<file path="src/verilog/ipc_defines.svh">
`ifndef IPC_DEFINES_SVH
`define IPC_DEFINES_SVH

// Register byte offsets
`define IPC_OFS_CATCH     8'h00
`define IPC_OFS_TABLE     8'h04
`define IPC_OFS_FILT      8'h08
`define IPC_OFS_CTRL      8'h0C
`define IPC_OFS_OIMG      8'h10
`define IPC_OFS_IIMG      8'h14
`define IPC_OFS_STAT      8'h18
`define IPC_OFS_CAUGHT    8'h1C

// Control register fields
`define IPC_CTRL_FREEZE   0
`define IPC_CTRL_LOAD     1
`define IPC_CTRL_DEFAULT  2

// Status register fields
`define IPC_STAT_STOP     0
`define IPC_STAT_FRZ      1

// Default sizes
`define IPC_N_IN_DEF      14
`define IPC_N_OUT_DEF     10
`define IPC_GRP_SIZE      4
`define IPC_CODE_W        3

// Reset values and filter code limit
`define IPC_CATCH_RST     32'h0000_0000
`define IPC_TABLE_RST     32'h0000_0000
`define IPC_FILT_CODE_RST 3'h5
`define IPC_FILT_CODE_MAX 3'h6

// Filter timing: base step, doubled per code up to code 6
`define IPC_CLK_PERIOD_NS 10
`define IPC_FILT_BASE_NS  200000
`define IPC_FILT_BASE_CYC (`IPC_FILT_BASE_NS / `IPC_CLK_PERIOD_NS)
`define IPC_FILT_CW       21

`endif

</file>
<file path="src/verilog/ipc_pkg.sv">
`default_nettype none
package ipc_pkg;

  // Controller operating mode
  typedef enum logic {
    IPC_RUN,
    IPC_STOP
  } ipc_mode_e;

  // Bus data word
  typedef logic [31:0] ipc_word_t;

endpackage
`default_nettype wire

</file>
<file path="src/verilog/ipc_top.sv">
// Added by the designer: the APB register port and the register offsets.
`timescale 1ns/100ps
`default_nettype none
`include "ipc_defines.svh"

module ipc_top #(
  parameter int N_IN          = `IPC_N_IN_DEF,
  parameter int N_OUT         = `IPC_N_OUT_DEF,
  parameter int FILT_BASE_CYC = `IPC_FILT_BASE_CYC,
  parameter int CW            = `IPC_FILT_CW
) (
  input  wire logic              i_sys_clk,
  input  wire logic              i_sys_rst,
  input  wire logic              i_ce,
  input  wire logic              i_psel,
  input  wire logic              i_penable,
  input  wire logic              i_pwrite,
  input  wire logic [7:0]        i_paddr,
  input  wire ipc_pkg::ipc_word_t i_pwdata,
  output var  ipc_pkg::ipc_word_t o_prdata,
  output logic                   o_pready,
  output logic                   o_pslverr,
  input  wire logic [N_IN-1:0]   i_din,
  input  wire logic              i_run,
  input  wire logic              i_scan_start,
  output logic [N_OUT-1:0]       o_dout,
  output var  ipc_pkg::ipc_mode_e o_mode
);
  import ipc_pkg::*;

  // Filter groups and width of the packed code field
  localparam int NG = (N_IN + `IPC_GRP_SIZE - 1) / `IPC_GRP_SIZE;
  localparam int FW = NG * `IPC_CODE_W;

  // Shadow configuration, written by software
  logic [N_IN-1:0]  catch_sh_reg, catch_sh_next;
  logic [N_OUT-1:0] table_sh_reg, table_sh_next;
  logic [FW-1:0]    filt_sh_reg,  filt_sh_next;
  logic             frz_sh_reg,   frz_sh_next;
  // Active configuration, used by the logic
  logic [N_IN-1:0]  catch_act_reg, catch_act_next;
  logic [N_OUT-1:0] table_act_reg, table_act_next;
  logic [FW-1:0]    filt_act_reg,  filt_act_next;
  logic             frz_act_reg,   frz_act_next;
  // Program output image
  logic [N_OUT-1:0] oimg_reg, oimg_next;
  // Bus answer registers
  ipc_word_t        prdata_reg, prdata_next;
  logic             slverr_reg, slverr_next;
  // Mode, outputs and input image
  ipc_mode_e        mode_reg, mode_next;
  logic [N_OUT-1:0] dout_reg, dout_next;
  logic [N_IN-1:0]  iimg_reg, iimg_next;
  // Per input views out of the generate loop
  logic [N_IN-1:0]  smp_v;
  logic [N_IN-1:0]  cau_v;

  // Bus phase decode and default filter codes
  logic             setup_ph;
  logic             wr_acc;
  logic [FW-1:0]    filt_rst;

  assign setup_ph = i_psel & ~i_penable;
  assign wr_acc   = i_psel & i_penable & i_pwrite & i_ce;
  assign filt_rst = {NG{`IPC_FILT_CODE_RST}};

  // Zero wait state slave; held off while the clock enable i_ce is low
  assign o_pready  = i_psel & i_penable & i_ce;
  assign o_pslverr = o_pready & slverr_reg;
  assign o_prdata  = prdata_reg;
  assign o_dout    = dout_reg;
  assign o_mode    = mode_reg;

  // Configuration next state
  always_comb begin
    catch_sh_next  = catch_sh_reg;
    table_sh_next  = table_sh_reg;
    filt_sh_next   = filt_sh_reg;
    frz_sh_next    = frz_sh_reg;
    catch_act_next = catch_act_reg;
    table_act_next = table_act_reg;
    filt_act_next  = filt_act_reg;
    frz_act_next   = frz_act_reg;
    oimg_next      = oimg_reg;
    if (wr_acc) begin
      case (i_paddr)
        `IPC_OFS_CATCH: begin
          catch_sh_next = i_pwdata[N_IN-1:0];
        end
        `IPC_OFS_TABLE: begin
          table_sh_next = i_pwdata[N_OUT-1:0];
        end
        `IPC_OFS_FILT: begin
          filt_sh_next = i_pwdata[FW-1:0];
        end
        `IPC_OFS_CTRL: begin
          frz_sh_next = i_pwdata[`IPC_CTRL_FREEZE];
          if (i_pwdata[`IPC_CTRL_LOAD]) begin
            catch_act_next = catch_sh_reg;
            table_act_next = table_sh_reg;
            filt_act_next  = filt_sh_reg;
            frz_act_next   = i_pwdata[`IPC_CTRL_FREEZE];
          end
          if (i_pwdata[`IPC_CTRL_DEFAULT]) begin
            catch_sh_next  = N_IN'(`IPC_CATCH_RST);
            table_sh_next  = N_OUT'(`IPC_TABLE_RST);
            filt_sh_next   = filt_rst;
            frz_sh_next    = 1'b0;
            catch_act_next = N_IN'(`IPC_CATCH_RST);
            table_act_next = N_OUT'(`IPC_TABLE_RST);
            filt_act_next  = filt_rst;
            frz_act_next   = 1'b0;
          end
        end
        `IPC_OFS_OIMG: begin
          oimg_next = i_pwdata[N_OUT-1:0];
        end
        // Read-only and unmapped: writes ignored
        default: begin
          oimg_next = oimg_reg;
        end
      endcase
    end
  end

  // Configuration registers
  always_ff @(posedge i_sys_clk) begin
    if (i_sys_rst) begin
      catch_sh_reg  <= N_IN'(`IPC_CATCH_RST);
      table_sh_reg  <= N_OUT'(`IPC_TABLE_RST);
      filt_sh_reg   <= {NG{`IPC_FILT_CODE_RST}};
      frz_sh_reg    <= 1'b0;
      catch_act_reg <= N_IN'(`IPC_CATCH_RST);
      table_act_reg <= N_OUT'(`IPC_TABLE_RST);
      filt_act_reg  <= {NG{`IPC_FILT_CODE_RST}};
      frz_act_reg   <= 1'b0;
      oimg_reg      <= N_OUT'(`IPC_TABLE_RST);
    end else if (i_ce) begin
      catch_sh_reg  <= catch_sh_next;
      table_sh_reg  <= table_sh_next;
      filt_sh_reg   <= filt_sh_next;
      frz_sh_reg    <= frz_sh_next;
      catch_act_reg <= catch_act_next;
      table_act_reg <= table_act_next;
      filt_act_reg  <= filt_act_next;
      frz_act_reg   <= frz_act_next;
      oimg_reg      <= oimg_next;
    end
  end

  // Read data prepared in the setup cycle
  always_comb begin
    prdata_next = prdata_reg;
    slverr_next = slverr_reg;
    if (setup_ph) begin
      slverr_next = 1'b0;
      case (i_paddr)
        `IPC_OFS_CATCH: begin
          prdata_next = 32'(catch_sh_reg);
        end
        `IPC_OFS_TABLE: begin
          prdata_next = 32'(table_sh_reg);
        end
        `IPC_OFS_FILT: begin
          prdata_next = 32'(filt_sh_reg);
        end
        `IPC_OFS_CTRL: begin
          // Load and default bits are pulses, read zero
          prdata_next = 32'(frz_sh_reg);
        end
        `IPC_OFS_OIMG: begin
          prdata_next = 32'(oimg_reg);
        end
        `IPC_OFS_IIMG: begin
          prdata_next = 32'(iimg_reg);
        end
        `IPC_OFS_STAT: begin
          prdata_next = 32'h0000_0000;
          prdata_next[`IPC_STAT_STOP] = (mode_reg == IPC_STOP);
          prdata_next[`IPC_STAT_FRZ]  = frz_act_reg;
        end
        `IPC_OFS_CAUGHT: begin
          prdata_next = 32'(cau_v);
        end
        // Unmapped address answers with an error
        default: begin
          prdata_next = 32'h0000_0000;
          slverr_next = 1'b1;
        end
      endcase
    end
  end

  // Bus answer registers
  always_ff @(posedge i_sys_clk) begin
    if (i_sys_rst) begin
      prdata_reg <= 32'h0000_0000;
      slverr_reg <= 1'b0;
    end else if (i_ce) begin
      prdata_reg <= prdata_next;
      slverr_reg <= slverr_next;
    end
  end

  // Per input filter and catch latch
  for (genvar gi = 0; gi < N_IN; gi++) begin : g_in
    logic [CW-1:0]           cnt_reg, cnt_next;
    logic                    filt_reg, filt_next;
    logic                    lat_reg, lat_next;
    logic                    cau_reg, cau_next;
    logic [`IPC_CODE_W-1:0]  code;
    logic [CW-1:0]           thr;

    // Code field of this input's group of four
    assign code = filt_act_reg[(gi / `IPC_GRP_SIZE) * `IPC_CODE_W +: `IPC_CODE_W];
    assign thr  = (code > `IPC_FILT_CODE_MAX)
                ? (CW'(FILT_BASE_CYC) << `IPC_FILT_CODE_MAX)
                : (CW'(FILT_BASE_CYC) << code);
    // Caught value wins, else live filtered level
    assign smp_v[gi] = (catch_act_reg[gi] & cau_reg) ? lat_reg : filt_reg;
    assign cau_v[gi] = cau_reg;

    // Filter and latch next state
    always_comb begin
      cnt_next  = cnt_reg;
      filt_next = filt_reg;
      lat_next  = lat_reg;
      cau_next  = cau_reg;
      // Level must differ for the whole delay to pass
      if (i_din[gi] == filt_reg) begin
        cnt_next = '0;
      end else if (cnt_reg >= thr - CW'(1)) begin
        cnt_next  = '0;
        filt_next = i_din[gi];
      end else begin
        cnt_next = cnt_reg + CW'(1);
      end
      if (i_scan_start) begin
        lat_next = filt_reg;
        cau_next = 1'b0;
      end else if (!cau_reg) begin
        lat_next = filt_reg;
        cau_next = catch_act_reg[gi] & (filt_reg != lat_reg);
      end else begin
        lat_next = lat_reg;
      end
    end

    // Filter and latch registers
    always_ff @(posedge i_sys_clk) begin
      if (i_sys_rst) begin
        cnt_reg  <= '0;
        filt_reg <= 1'b0;
        lat_reg  <= 1'b0;
        cau_reg  <= 1'b0;
      end else if (i_ce) begin
        cnt_reg  <= cnt_next;
        filt_reg <= filt_next;
        lat_reg  <= lat_next;
        cau_reg  <= cau_next;
      end
    end
  end

  // Mode, outputs and input image next state
  always_comb begin
    mode_next = mode_reg;
    dout_next = dout_reg;
    iimg_next = iimg_reg;
    if (i_scan_start) begin
      iimg_next = smp_v;
    end
    // digital points only, no analog image
    case (mode_reg)
      IPC_RUN: begin
        if (!i_run) begin
          mode_next = IPC_STOP;
          if (frz_act_reg) begin
            dout_next = dout_reg;
          end else begin
            dout_next = table_act_reg;
          end
        end else begin
          dout_next = oimg_reg;
        end
      end
      IPC_STOP: begin
        // stop values on digital bits only
        if (i_run) begin
          mode_next = IPC_RUN;
        end
      end
      default: begin
        mode_next = IPC_STOP;
      end
    endcase
  end

  // Mode, outputs and input image registers
  always_ff @(posedge i_sys_clk) begin
    if (i_sys_rst) begin
      mode_reg <= IPC_STOP;
      dout_reg <= N_OUT'(`IPC_TABLE_RST);
      iimg_reg <= N_IN'(`IPC_CATCH_RST);
    end else if (i_ce) begin
      mode_reg <= mode_next;
      dout_reg <= dout_next;
      iimg_reg <= iimg_next;
    end
  end

endmodule
`default_nettype wire
</file>
<file path="config.mk">
export PLATFORM = sky130hd
export DESIGN_NAME = ipc_top
export DESIGN_NICKNAME = d
export VERILOG_FILES = /design/src/verilog/ipc_pkg.sv /design/src/verilog/ipc_top.sv
export VERILOG_INCLUDE_DIRS = /design/src /design/src/verilog
export SDC_FILE = /design/constraint.sdc
export NUM_CORES = 1
export LEC_CHECK = 0
export BUFFER_PORTS_ARGS = -buffer_cell sky130_fd_sc_hd__buf_4
export CAP_MARGIN = 20
export CORE_UTILIZATION = 30
export CTS_CLUSTER_SIZE = 8
export DETAILED_ROUTE_END_ITERATION = 8
export PLACE_DENSITY_LB_ADDON = 0.05
export SLEW_MARGIN = 0
export SYNTH_ARGS = -nofsm -noshare
export SYNTH_HDL_FRONTEND = slang
export SYNTH_SLANG_ARGS = --single-unit
</file>
<file path="constraint.sdc">
create_clock -name i_sys_clk -period 6.03 [get_ports i_sys_clk]
set_clock_uncertainty 0.15 [all_clocks]
set_input_delay 0.3015 -clock i_sys_clk [delete_from_list [all_inputs] [get_ports i_sys_clk]]
set_output_delay 0.3015 -clock i_sys_clk [all_outputs]
set_load 0.01 [all_outputs]
</file>
==> results of run 1 <==
-- power breakdown --
part	total, W	internal [W]	switching (W)
registers	0.00308	0.00306	0.0000175
clock network	0.00355	0.00206	0.00149
logic	0.000295	0.0000939	0.000201
-- kinds of logic (layout without fill, tap and decap cells) --
logic type / count (synthesis) / in the layout
AND/OR/NAND/NOR: 1298 / 1298
flip-flops: 460 / 460
buffers and inverters: 216 / 277
AO/OA/AOI/OAI: 906 / 906
multiplexers: 53 / 53
adder cells (fa/ha/maj): 271 / 271
other: 1 / 18
XOR/XNOR: 144 / 144
-- layout by cell type (no fill, tap or decap), types with 26 or more instances in the layout --
| cell | n |
|---|---|
| dfxtp_1 | 460 |
| nand2_1 | 414 |
| o21ai_0 | 271 |
| ha_1 | 268 |
| nand3_1 | 229 |
| nor2_1 | 227 |
| a21oi_1 | 209 |
| and3_1 | 152 |
| a21o_1 | 122 |
| buf_4 | 116 |
| xor2_1 | 97 |
| clkbuf_16 | 68 |
| nor3b_1 | 52 |
| xnor2_1 | 47 |
| nor3_1 | 46 |
| a31oi_1 | 45 |
| nand4_1 | 44 |
| mux2i_1 | 44 |
| inv_1 | 42 |
| a211oi_1 | 33 |
| a22o_1 | 33 |
| dlygate4sd3_1 | 33 |
| o311ai_0 | 26 |
-- stage by stage --
stage	utilization [%]	total power, W	std cells	hold WS, ns
after floorplan	-	0.00331	3366	0.276
after global placement	32.3	0.00342	4485	0.310
after detailed placement	32.3	0.00342	4486	0.309
after CTS	34.7	0.00707	4603	0.000728
after global routing	34.7	0.00720	4603	0.0403
final	34.7	0.00692	4603	0.0433
-- worst paths after layout --
kind	cells past startpoint	slack, ns	start	end
worst max-delay path	15	0.56	filt_act_reg[4]	g_in[6].cnt_reg[19]
worst min-delay path	4	0.04	i_ce	o_mode
worst max register to register	15	0.56	filt_act_reg[4]	g_in[6].cnt_reg[19]
worst min register to register	2	0.32	catch_sh_reg[12]	catch_sh_reg[12]
-- area by class of cell --
class | instances | area [sq um]
Fill cell | 9319 | 59000
Clock buffer | 78 | 1760
Multi-Input combinational cell | 2690 | 17400
Clock inverter | 6 | 111
Sequential cell | 460 | 9210
Timing Repair Buffer | 150 | 1220
Tap cell | 1176 | 1470
Inverter | 43 | 161
-- critical path, delay by kind of cell (launching register included) --
kind,cells,cell delay [ns]
AOI/OAI and AO/OA,7,1.67
xor gates and xnor gates,1,0.15
adders and majority gates,2,0.52
buffers and inverters,1,0.27
DFF,1,0.63
and+or+nand+nor,4,1.98
-- per-layer routing --
metal	track usage, %	wire length, um
met4	4.67	1870
met1	24.1	41000
met5	0	13
met2	29.6	38400
met3	2.50	2720
-- timing repair --
action	CTS	global route
endpoints found under the hold margin	68	0
setup endpoints to repair	0	0
hold buffers	33	0
==> impl_metrics.toml, run 1 <==
[status]
outcome = "completed"

[timing]
final_hold_viol_count = 0
rsz0062_at_grt = "false"
period_share_pct = 90.7
worst_slack_ns = 0.560
fmax_mhz = 183
fin_crit_ns = 5.47
fin_setup_tns_ns = 0
relSlewSlack_pct = 34.6
setup_violations = 0
final_max_slew_viol_count = 0
worst_pin_slew_ns = 0.980

[floorplanning]
die_y_um = 304
rows = 110
core_sq_mm = 0.0903
dieWidth_um = 304
die_area_sq_mm = 0.0927
start_util_pct = 30.4
pin_count = 107

[finish]
layout-drive-gt1-share_pct = 7.00
syn_to_final_growth_pct = 14.2
final_cell_area_sq_mm = 0.0313
diodes = 0
finish.net_count = 3743
largest_reg_flops = 294

[critical_path]
cp_common_cell = "ha_1"
end_kind = "flip-flop"
cpPeakStageDelay_ns = 0.63
crit_required_ns = 6.42
worstPathCellList = "inv_1, ha_1, or4_4, a2111oi_4, xor2_1, ha_1, or4_1, a221oi_1, o211ai_1, a21o_1, o31ai_4, a31oi_4, or3_4, or3_1, o21ai_2"
worstPathArrival_ns = 5.86
path_class = "flip-flop to flip-flop"
critPathMaxFanout = 15
cp-start-kind = "flip-flop"
cpMaxStageDelayCell = "dfxtp_1"

[routing]
firstDrtPassIters = 8
wl_per_cell_um = 18.3
drc = 0
first_iter_violations = 1478
via_per_inst = 5.35
num_vias = 24623
ant_nets = 0
totalWireLength_um = 84000

[global_route]
grt.overflow.total = 0
grt_pass1_vias = 24009
track_usage_pct = 17.8
grt_max_degree = 184
grt_pass1_wl_um = 134000
antenna_found_initial = 1

[cts]
cts_buffers = 68
post_cts_buffers = 0
clock_latency_ns = 0.62
clkTransAtPathRegs_ns = 0.05
cts.sinks = 460
cts_resized = 0
cts_root_buffer = "clkbuf_16"
cts_tree = "yes"
htreeDepth = 3
cts_buffer_depth = 3

[yosys]
synthAdderAreaFrac_pct = 12.3
synth_top_area_cell = "dfxtp_1"
synth_ff_type = "dfxtp_1"
synth.area.top_cells = "dfxtp_1 (34%), ha_1 (12%), nand2_1 (5.7%), o21ai_0 (5.0%), nand3_1 (4.2%)"
synth_top_cells_by_count = "dfxtp_1 (460), nand2_1 (415), o21ai_0 (273), ha_1 (268)"
synth_compound_area_share_pct = 21.1
syn_area_per_cell_sq_um = 8.19
synthMuxAreaShare_pct = 1.97
synth_cell_type_count = 82
synth_top_area_share_pct = 33.6
synth_xor_area_share_pct = 4.60
yosysWarningCount = 0
seq_area_frac_synth_pct = 33.6
synth_simple_gate_area_share_pct = 23.0
synth.most_common_cell = "dfxtp_1"
async_flop_share_pct = 0
syn-cell-area_sq_mm = 0.0274
synth_seq_cells = 460
synth_top_family_by_area = "simple AND/OR/NAND/NOR gates"
syn-instance-count = 3349
synth_enable_flop_cells = 0

[placement]
globalplace.congestion = 0.801
pre_cts_slack_ns = 0.604
post-dp-hpwl_um = 57700
post_dp_cell_area_sq_mm = 0.0291
port_buffers = 70

[pwr]
power_density_mw_per_mm2 = 221
vdd_drop_max_mv = 0.164
cellLeakagePower_nw = 13.4

[hold_path]
hp-class = "primary input to flip-flop"

[run]
cap_violations = 0
Note: power is estimated with default switching activity, not from simulation.
==> run 2, diff against run 1 <==
--- a/config.mk
+++ b/config.mk
@@ -12,6 +12,7 @@
 export CTS_CLUSTER_SIZE = 8
 export DETAILED_ROUTE_END_ITERATION = 8
 export PLACE_DENSITY_LB_ADDON = 0.05
+export REMOVE_ABC_BUFFERS = 1
 export SLEW_MARGIN = 0
 export SYNTH_ARGS = -nofsm -noshare
 export SYNTH_HDL_FRONTEND = slang
==> run 2 against run 1 <==
Maximum frequency grew 2.3%. Non-clock buffer count grew 15. Combinational power grew 2%. Largest cell class unchanged. Sequential cell count is the same. Via count grew 0.65%. Highest routed layer is now met4.
==> impl_metrics.toml, run 2 (same netlist as run 1, synthesis figures left out) <==
[cts]
post_cts_buffers = 0
cts_buffer_depth = 3
cts_buffers = 69
cts_tree = "yes"
cts_hold_buf = 39
htreeDepth = 3
clock_latency_ns = 0.61
cts_resized = 0
clkTransAtPathRegs_ns = 0.05
cts.sinks = 460
cts_root_buffer = "clkbuf_16"

[floorplanning]
rows = 110
start_util_pct = 30.4
dieWidth_um = 304
die_y_um = 304
pin_count = 107
core_sq_mm = 0.0903
die_area_sq_mm = 0.0927

[timing]
fmax_mhz = 187
relSlewSlack_pct = 31.6
rsz0062_at_grt = "false"
fin_setup_tns_ns = 0
worst_pin_slew_ns = 1.03
worst_slack_ns = 0.685
setup_violations = 0
final_hold_viol_count = 0
fin_crit_ns = 5.34
period_share_pct = 88.6
final_max_slew_viol_count = 0

[placement]
pre_cts_slack_ns = 0.763
post-dp-hpwl_um = 58000
port_buffers = 70
globalplace.congestion = 0.807

[finish]
diodes = 0
syn_to_final_growth_pct = 14.8
final_common_cell = "dfxtp_1"
layout_common_cells = "dfxtp_1 (460), nand2_1 (414), o21ai_0 (272)"
finish.net_count = 3759
layout-drive-gt1-share_pct = 7.41
largest_reg_flops = 294

[routing]
num_vias = 24783
drc = 0
firstDrtPassIters = 7
ant_nets = 0
totalWireLength_um = 85100
first_iter_violations = 1632
wl_per_cell_um = 18.4
via_per_inst = 5.37

[global_route]
track_usage_pct = 18.1
grt.overflow.total = 0
grt_pass1_vias = 23685
grt_max_degree = 85
antenna_found_initial = 0
grt_pass1_wl_um = 135000

[pwr]
vdd_drop_max_mv = 0.175
p_comb_share_pct = 4.3
swShare_pct = 24.2
power_density_mw_per_mm2 = 222
seqPwrFrac_pct = 43.9
cellLeakagePower_nw = 13.5
p_int_w = 0.00532
netSwitchingPower_w = 0.00169
p_clk_share_pct = 51.8

[hold_path]
hp-class = "primary input to flip-flop"

[critical_path]
critPathMaxFanout = 9
end_kind = "flip-flop"
path_class = "flip-flop to flip-flop"
cp-start-kind = "flip-flop"
worstPathArrival_ns = 5.69
crit_required_ns = 6.38

[run]
cap_violations = 0

[status]
outcome = "completed"
==> run 2: changes by cell type in the layout (fill, tap and decap cells not counted), moves of 2 or more <==
cell / previous run / this run
clkinv_2: 0 / 2
clkbuf_16: 68 / 71
clkbuf_1: 8 / 6
o21ai_1: 8 / 6
buf_4: 116 / 125
dlygate4sd3_1: 33 / 39
==> run 2: final cells by class <==
cell class	instances	area [sq um]
tap	1176	1470
timing repair buffer	165	1340
sequential	460	9210
clock inverter	6	92.6
multi-input combinational	2690	17400
inverter	43	161
clock buffer	79	1830
fill	9331	58800
==> run 2: stage by stage <==
step	hold slack, ns	utilization, %	instances	power (W)	area, sq um
floorplan	0.221	-	3193	0.00327	26700
global placement	0.307	32.3	4493	0.00342	29200
detailed placement	0.313	32.3	4493	0.00343	29200
CTS	0.0192	34.9	4617	0.00717	31500
global route	0.0548	34.9	4619	0.00729	31500
finish	0.0685	34.9	4619	0.00701	31500
==> run 2: metal layers <==
layer | global-route usage (%) | share of wire [%] | vias up
li1 | - | - | 12358
met1 | 26.4 | 51 | 11757
met2 | 27.5 | 42 | 543
met3 | 2.81 | 4.6 | 125
met4 | 4.70 | 2.2 | 0
met5 | 0 | 0 | -
==> run 2: path summary, 6_finish.rpt <==
| path | from | end | slack, ns | cells after the start |
|---|---|---|---|---|
| setup / recovery | filt_act_reg[3] | g_in[6].filt_reg | 0.69 | 16 |
| hold reg to reg | table_sh_reg[3] | table_sh_reg[3] | 0.32 | 2 |
| setup reg to reg | filt_act_reg[3] | g_in[6].filt_reg | 0.69 | 16 |
| hold / removal | i_pwrite | frz_sh_reg | 0.07 | 4 |
==> run 2: critical path: stages, from the launching register on <==
cell           delay [ns]
dfxtp_1              0.49
inv_1                0.14
ha_1                 0.28
or4_4                0.52
a2111oi_4            0.48
xor2_1               0.23
ha_1                 0.27
or4_1                0.51
a221oi_1             0.31
o211ai_1             0.16
a21o_1               0.22
o31ai_4              0.21
a31oi_4              0.19
o21ai_0              0.26
mux2i_1              0.21
nor2_1               0.05
dlygate4sd3_1        0.56
==> run 2: power by group through the flow <==
stage	Combinational [W]	Sequential, W	Clock [W]
global placement	0.000282	0.00314	0
floorplan	0.000132	0.00314	0
detailed placement	0.000286	0.00314	0
CTS	0.000305	0.00308	0.00378
global route	0.000331	0.00308	0.00388
finish	0.000302	0.00308	0.00363
==> run 3, diff against run 2 <==
--- a/config.mk
+++ b/config.mk
@@ -8,11 +8,10 @@
 export LEC_CHECK = 0
 export BUFFER_PORTS_ARGS = -buffer_cell sky130_fd_sc_hd__buf_4
 export CAP_MARGIN = 20
-export CORE_UTILIZATION = 30
+export CORE_UTILIZATION = 60
 export CTS_CLUSTER_SIZE = 8
 export DETAILED_ROUTE_END_ITERATION = 8
-export PLACE_DENSITY_LB_ADDON = 0.05
-export REMOVE_ABC_BUFFERS = 1
+export PLACE_DENSITY = 0.75
 export SLEW_MARGIN = 0
 export SYNTH_ARGS = -nofsm -noshare
 export SYNTH_HDL_FRONTEND = slang
==> run 3 against run 2 <==
Register-to-register slack got worse by 0.18 ns. First-iteration DRC count rose by 39%. Final area fell by 3.1%. Combinational power fell by 6.6%. Via count rose by 2.1%. Global-route usage rose by 12 points. Hold slack got worse by 0.0013 ns. Critical endpoint unchanged. Highest routed layer is now met5.
==> impl_metrics.toml, run 3 (same netlist as run 1, synthesis figures left out) <==
[status]
outcome = "completed"

[cts]
cts_buffer_depth = 3
htreeDepth = 3
cts.sinks = 460
cts_resized = 0
cts_buffers = 67
cts_hold_buf = 37
cts_root_buffer = "clkbuf_16"
post_cts_buffers = 0
clkTransAtPathRegs_ns = 0.05
cts_tree = "yes"
clock_latency_ns = 0.61

[finish]
final_cells = 4006
layout_common_cells = "dfxtp_1 (460), nand2_1 (414), o21ai_0 (272)"
layout-drive-gt1-share_pct = 6.74
finish.net_count = 3736
syn_to_final_growth_pct = 11.2
final_common_cell = "dfxtp_1"
final_cell_area_sq_mm = 0.0305
largest_reg_flops = 294
fill_cells = 3676

[floorplanning]
core_sq_mm = 0.0447
die_area_sq_mm = 0.0466
dieWidth_um = 216
pin_count = 107
start_util_pct = 61.4
die_y_um = 216
rows = 77

[routing]
wl_per_cell_um = 18.0
first_iter_violations = 2263
num_vias = 25307
firstDrtPassIters = 6
drc = 0
ant_nets = 0
totalWireLength_um = 71900
via_per_inst = 6.32

[critical_path]
worstPathArrival_ns = 5.85
cp_common_cell = "ha_1"
crit_required_ns = 6.36
cpPeakStageDelay_ns = 0.62
cp-start-kind = "flip-flop"
end_kind = "flip-flop"
cpMaxStageDelayCell = "dfxtp_1"
path_class = "flip-flop to flip-flop"
critPathMaxFanout = 15
worstPathCellList = "inv_1, ha_1, or4_4, a2111oi_4, xor2_1, ha_1, or4_1, a221oi_1, o211ai_1, a21o_1, o31ai_4, a31oi_4, o21ai_0, mux2i_1, nor2_1, dlygate4sd3_1"

[placement]
port_buffers = 70
dp.cells = 3889
pre_cts_slack_ns = 0.710
post_dp_cell_area_sq_mm = 0.0283
post-dp-hpwl_um = 49100
globalplace.congestion = 0.869

[run]
cap_violations = 0

[global_route]
grt_pass1_vias = 24093
grt.overflow.total = 0
antenna_found_initial = 3
grt_pass1_wl_um = 118000
track_usage_pct = 30.3
grt_max_degree = 106

[timing]
rsz0062_at_grt = "false"
relSlewSlack_pct = 30.2
fin_crit_ns = 5.52
final_max_slew_viol_count = 0
setup_violations = 0
final_hold_viol_count = 0
worst_pin_slew_ns = 1.04
fin_setup_tns_ns = 0
period_share_pct = 91.6
fmax_mhz = 181
worst_slack_ns = 0.507

[pwr]
vdd_drop_max_mv = 0.210
cellLeakagePower_nw = 13.4
power_density_mw_per_mm2 = 221

[hold_path]
hp-class = "primary input to flip-flop"
==> run 3: per-stage QoR <==
step	util (%)	hold WS, ns	total power (W)
after floorplan	-	0.276	0.00331
after global placement	63.3	0.303	0.00339
after detailed placement	63.3	0.312	0.00340
after global routing	68.3	0.101	0.00694
final	68.3	0.0672	0.00674
after CTS	68.2	0.0274	0.00679
==> run 3: worst max-delay path: cells and delay by family (launching register included) <==
kind	cells	cell delay [ns]
AOI/OAI and AO/OA	7	1.80
and+or+nand+nor	3	1.13
buffers and inverters	2	0.82
DFF	1	0.62
adders and majority gates	2	0.52
muxes	1	0.21
xor gates and xnor gates	1	0.15
==> run 3: path summary, 6_finish.rpt <==
path,end,slack (ns),depth (start not counted),startpoint
max,g_in[6].filt_reg,0.51,16,filt_act_reg[4]
min,slverr_reg,0.07,4,i_psel
max reg2reg,g_in[6].filt_reg,0.51,16,filt_act_reg[4]
min reg2reg,catch_sh_reg[13],0.32,2,catch_sh_reg[13]
==> run 3: area by class of cell <==
| type | count | area, sq um | share of cell area (%) |
|---|---|---|---|
| antenna | 2 | 5.00 | 0.0164 |
| clock buffer | 68 | 1680 | 5.50 |
| clock inverter | 7 | 126 | 0.414 |
| inverter | 43 | 161 | 0.529 |
| multi-input combinational | 2690 | 17400 | 57.0 |
| sequential | 460 | 9210 | 30.2 |
| tap | 592 | 741 | 2.43 |
| timing repair buffer | 144 | 1200 | 3.93 |
==> run 3: power breakdown <==
group | switching [W] | internal (W)
clock | 0.00139 | 0.00198
sequential | 0.0000182 | 0.00306
combinational | 0.000188 | 0.0000938
total | 0.00160 | 0.00514
==> run 3: per-layer routing <==
| layer | GRT usage (%) | wire length [um] |
|---|---|---|
| met1 | 38.1 | 31800 |
| met2 | 50.9 | 33700 |
| met3 | 4.85 | 4050 |
| met4 | 13.8 | 2410 |
| met5 | 0 | 12 |
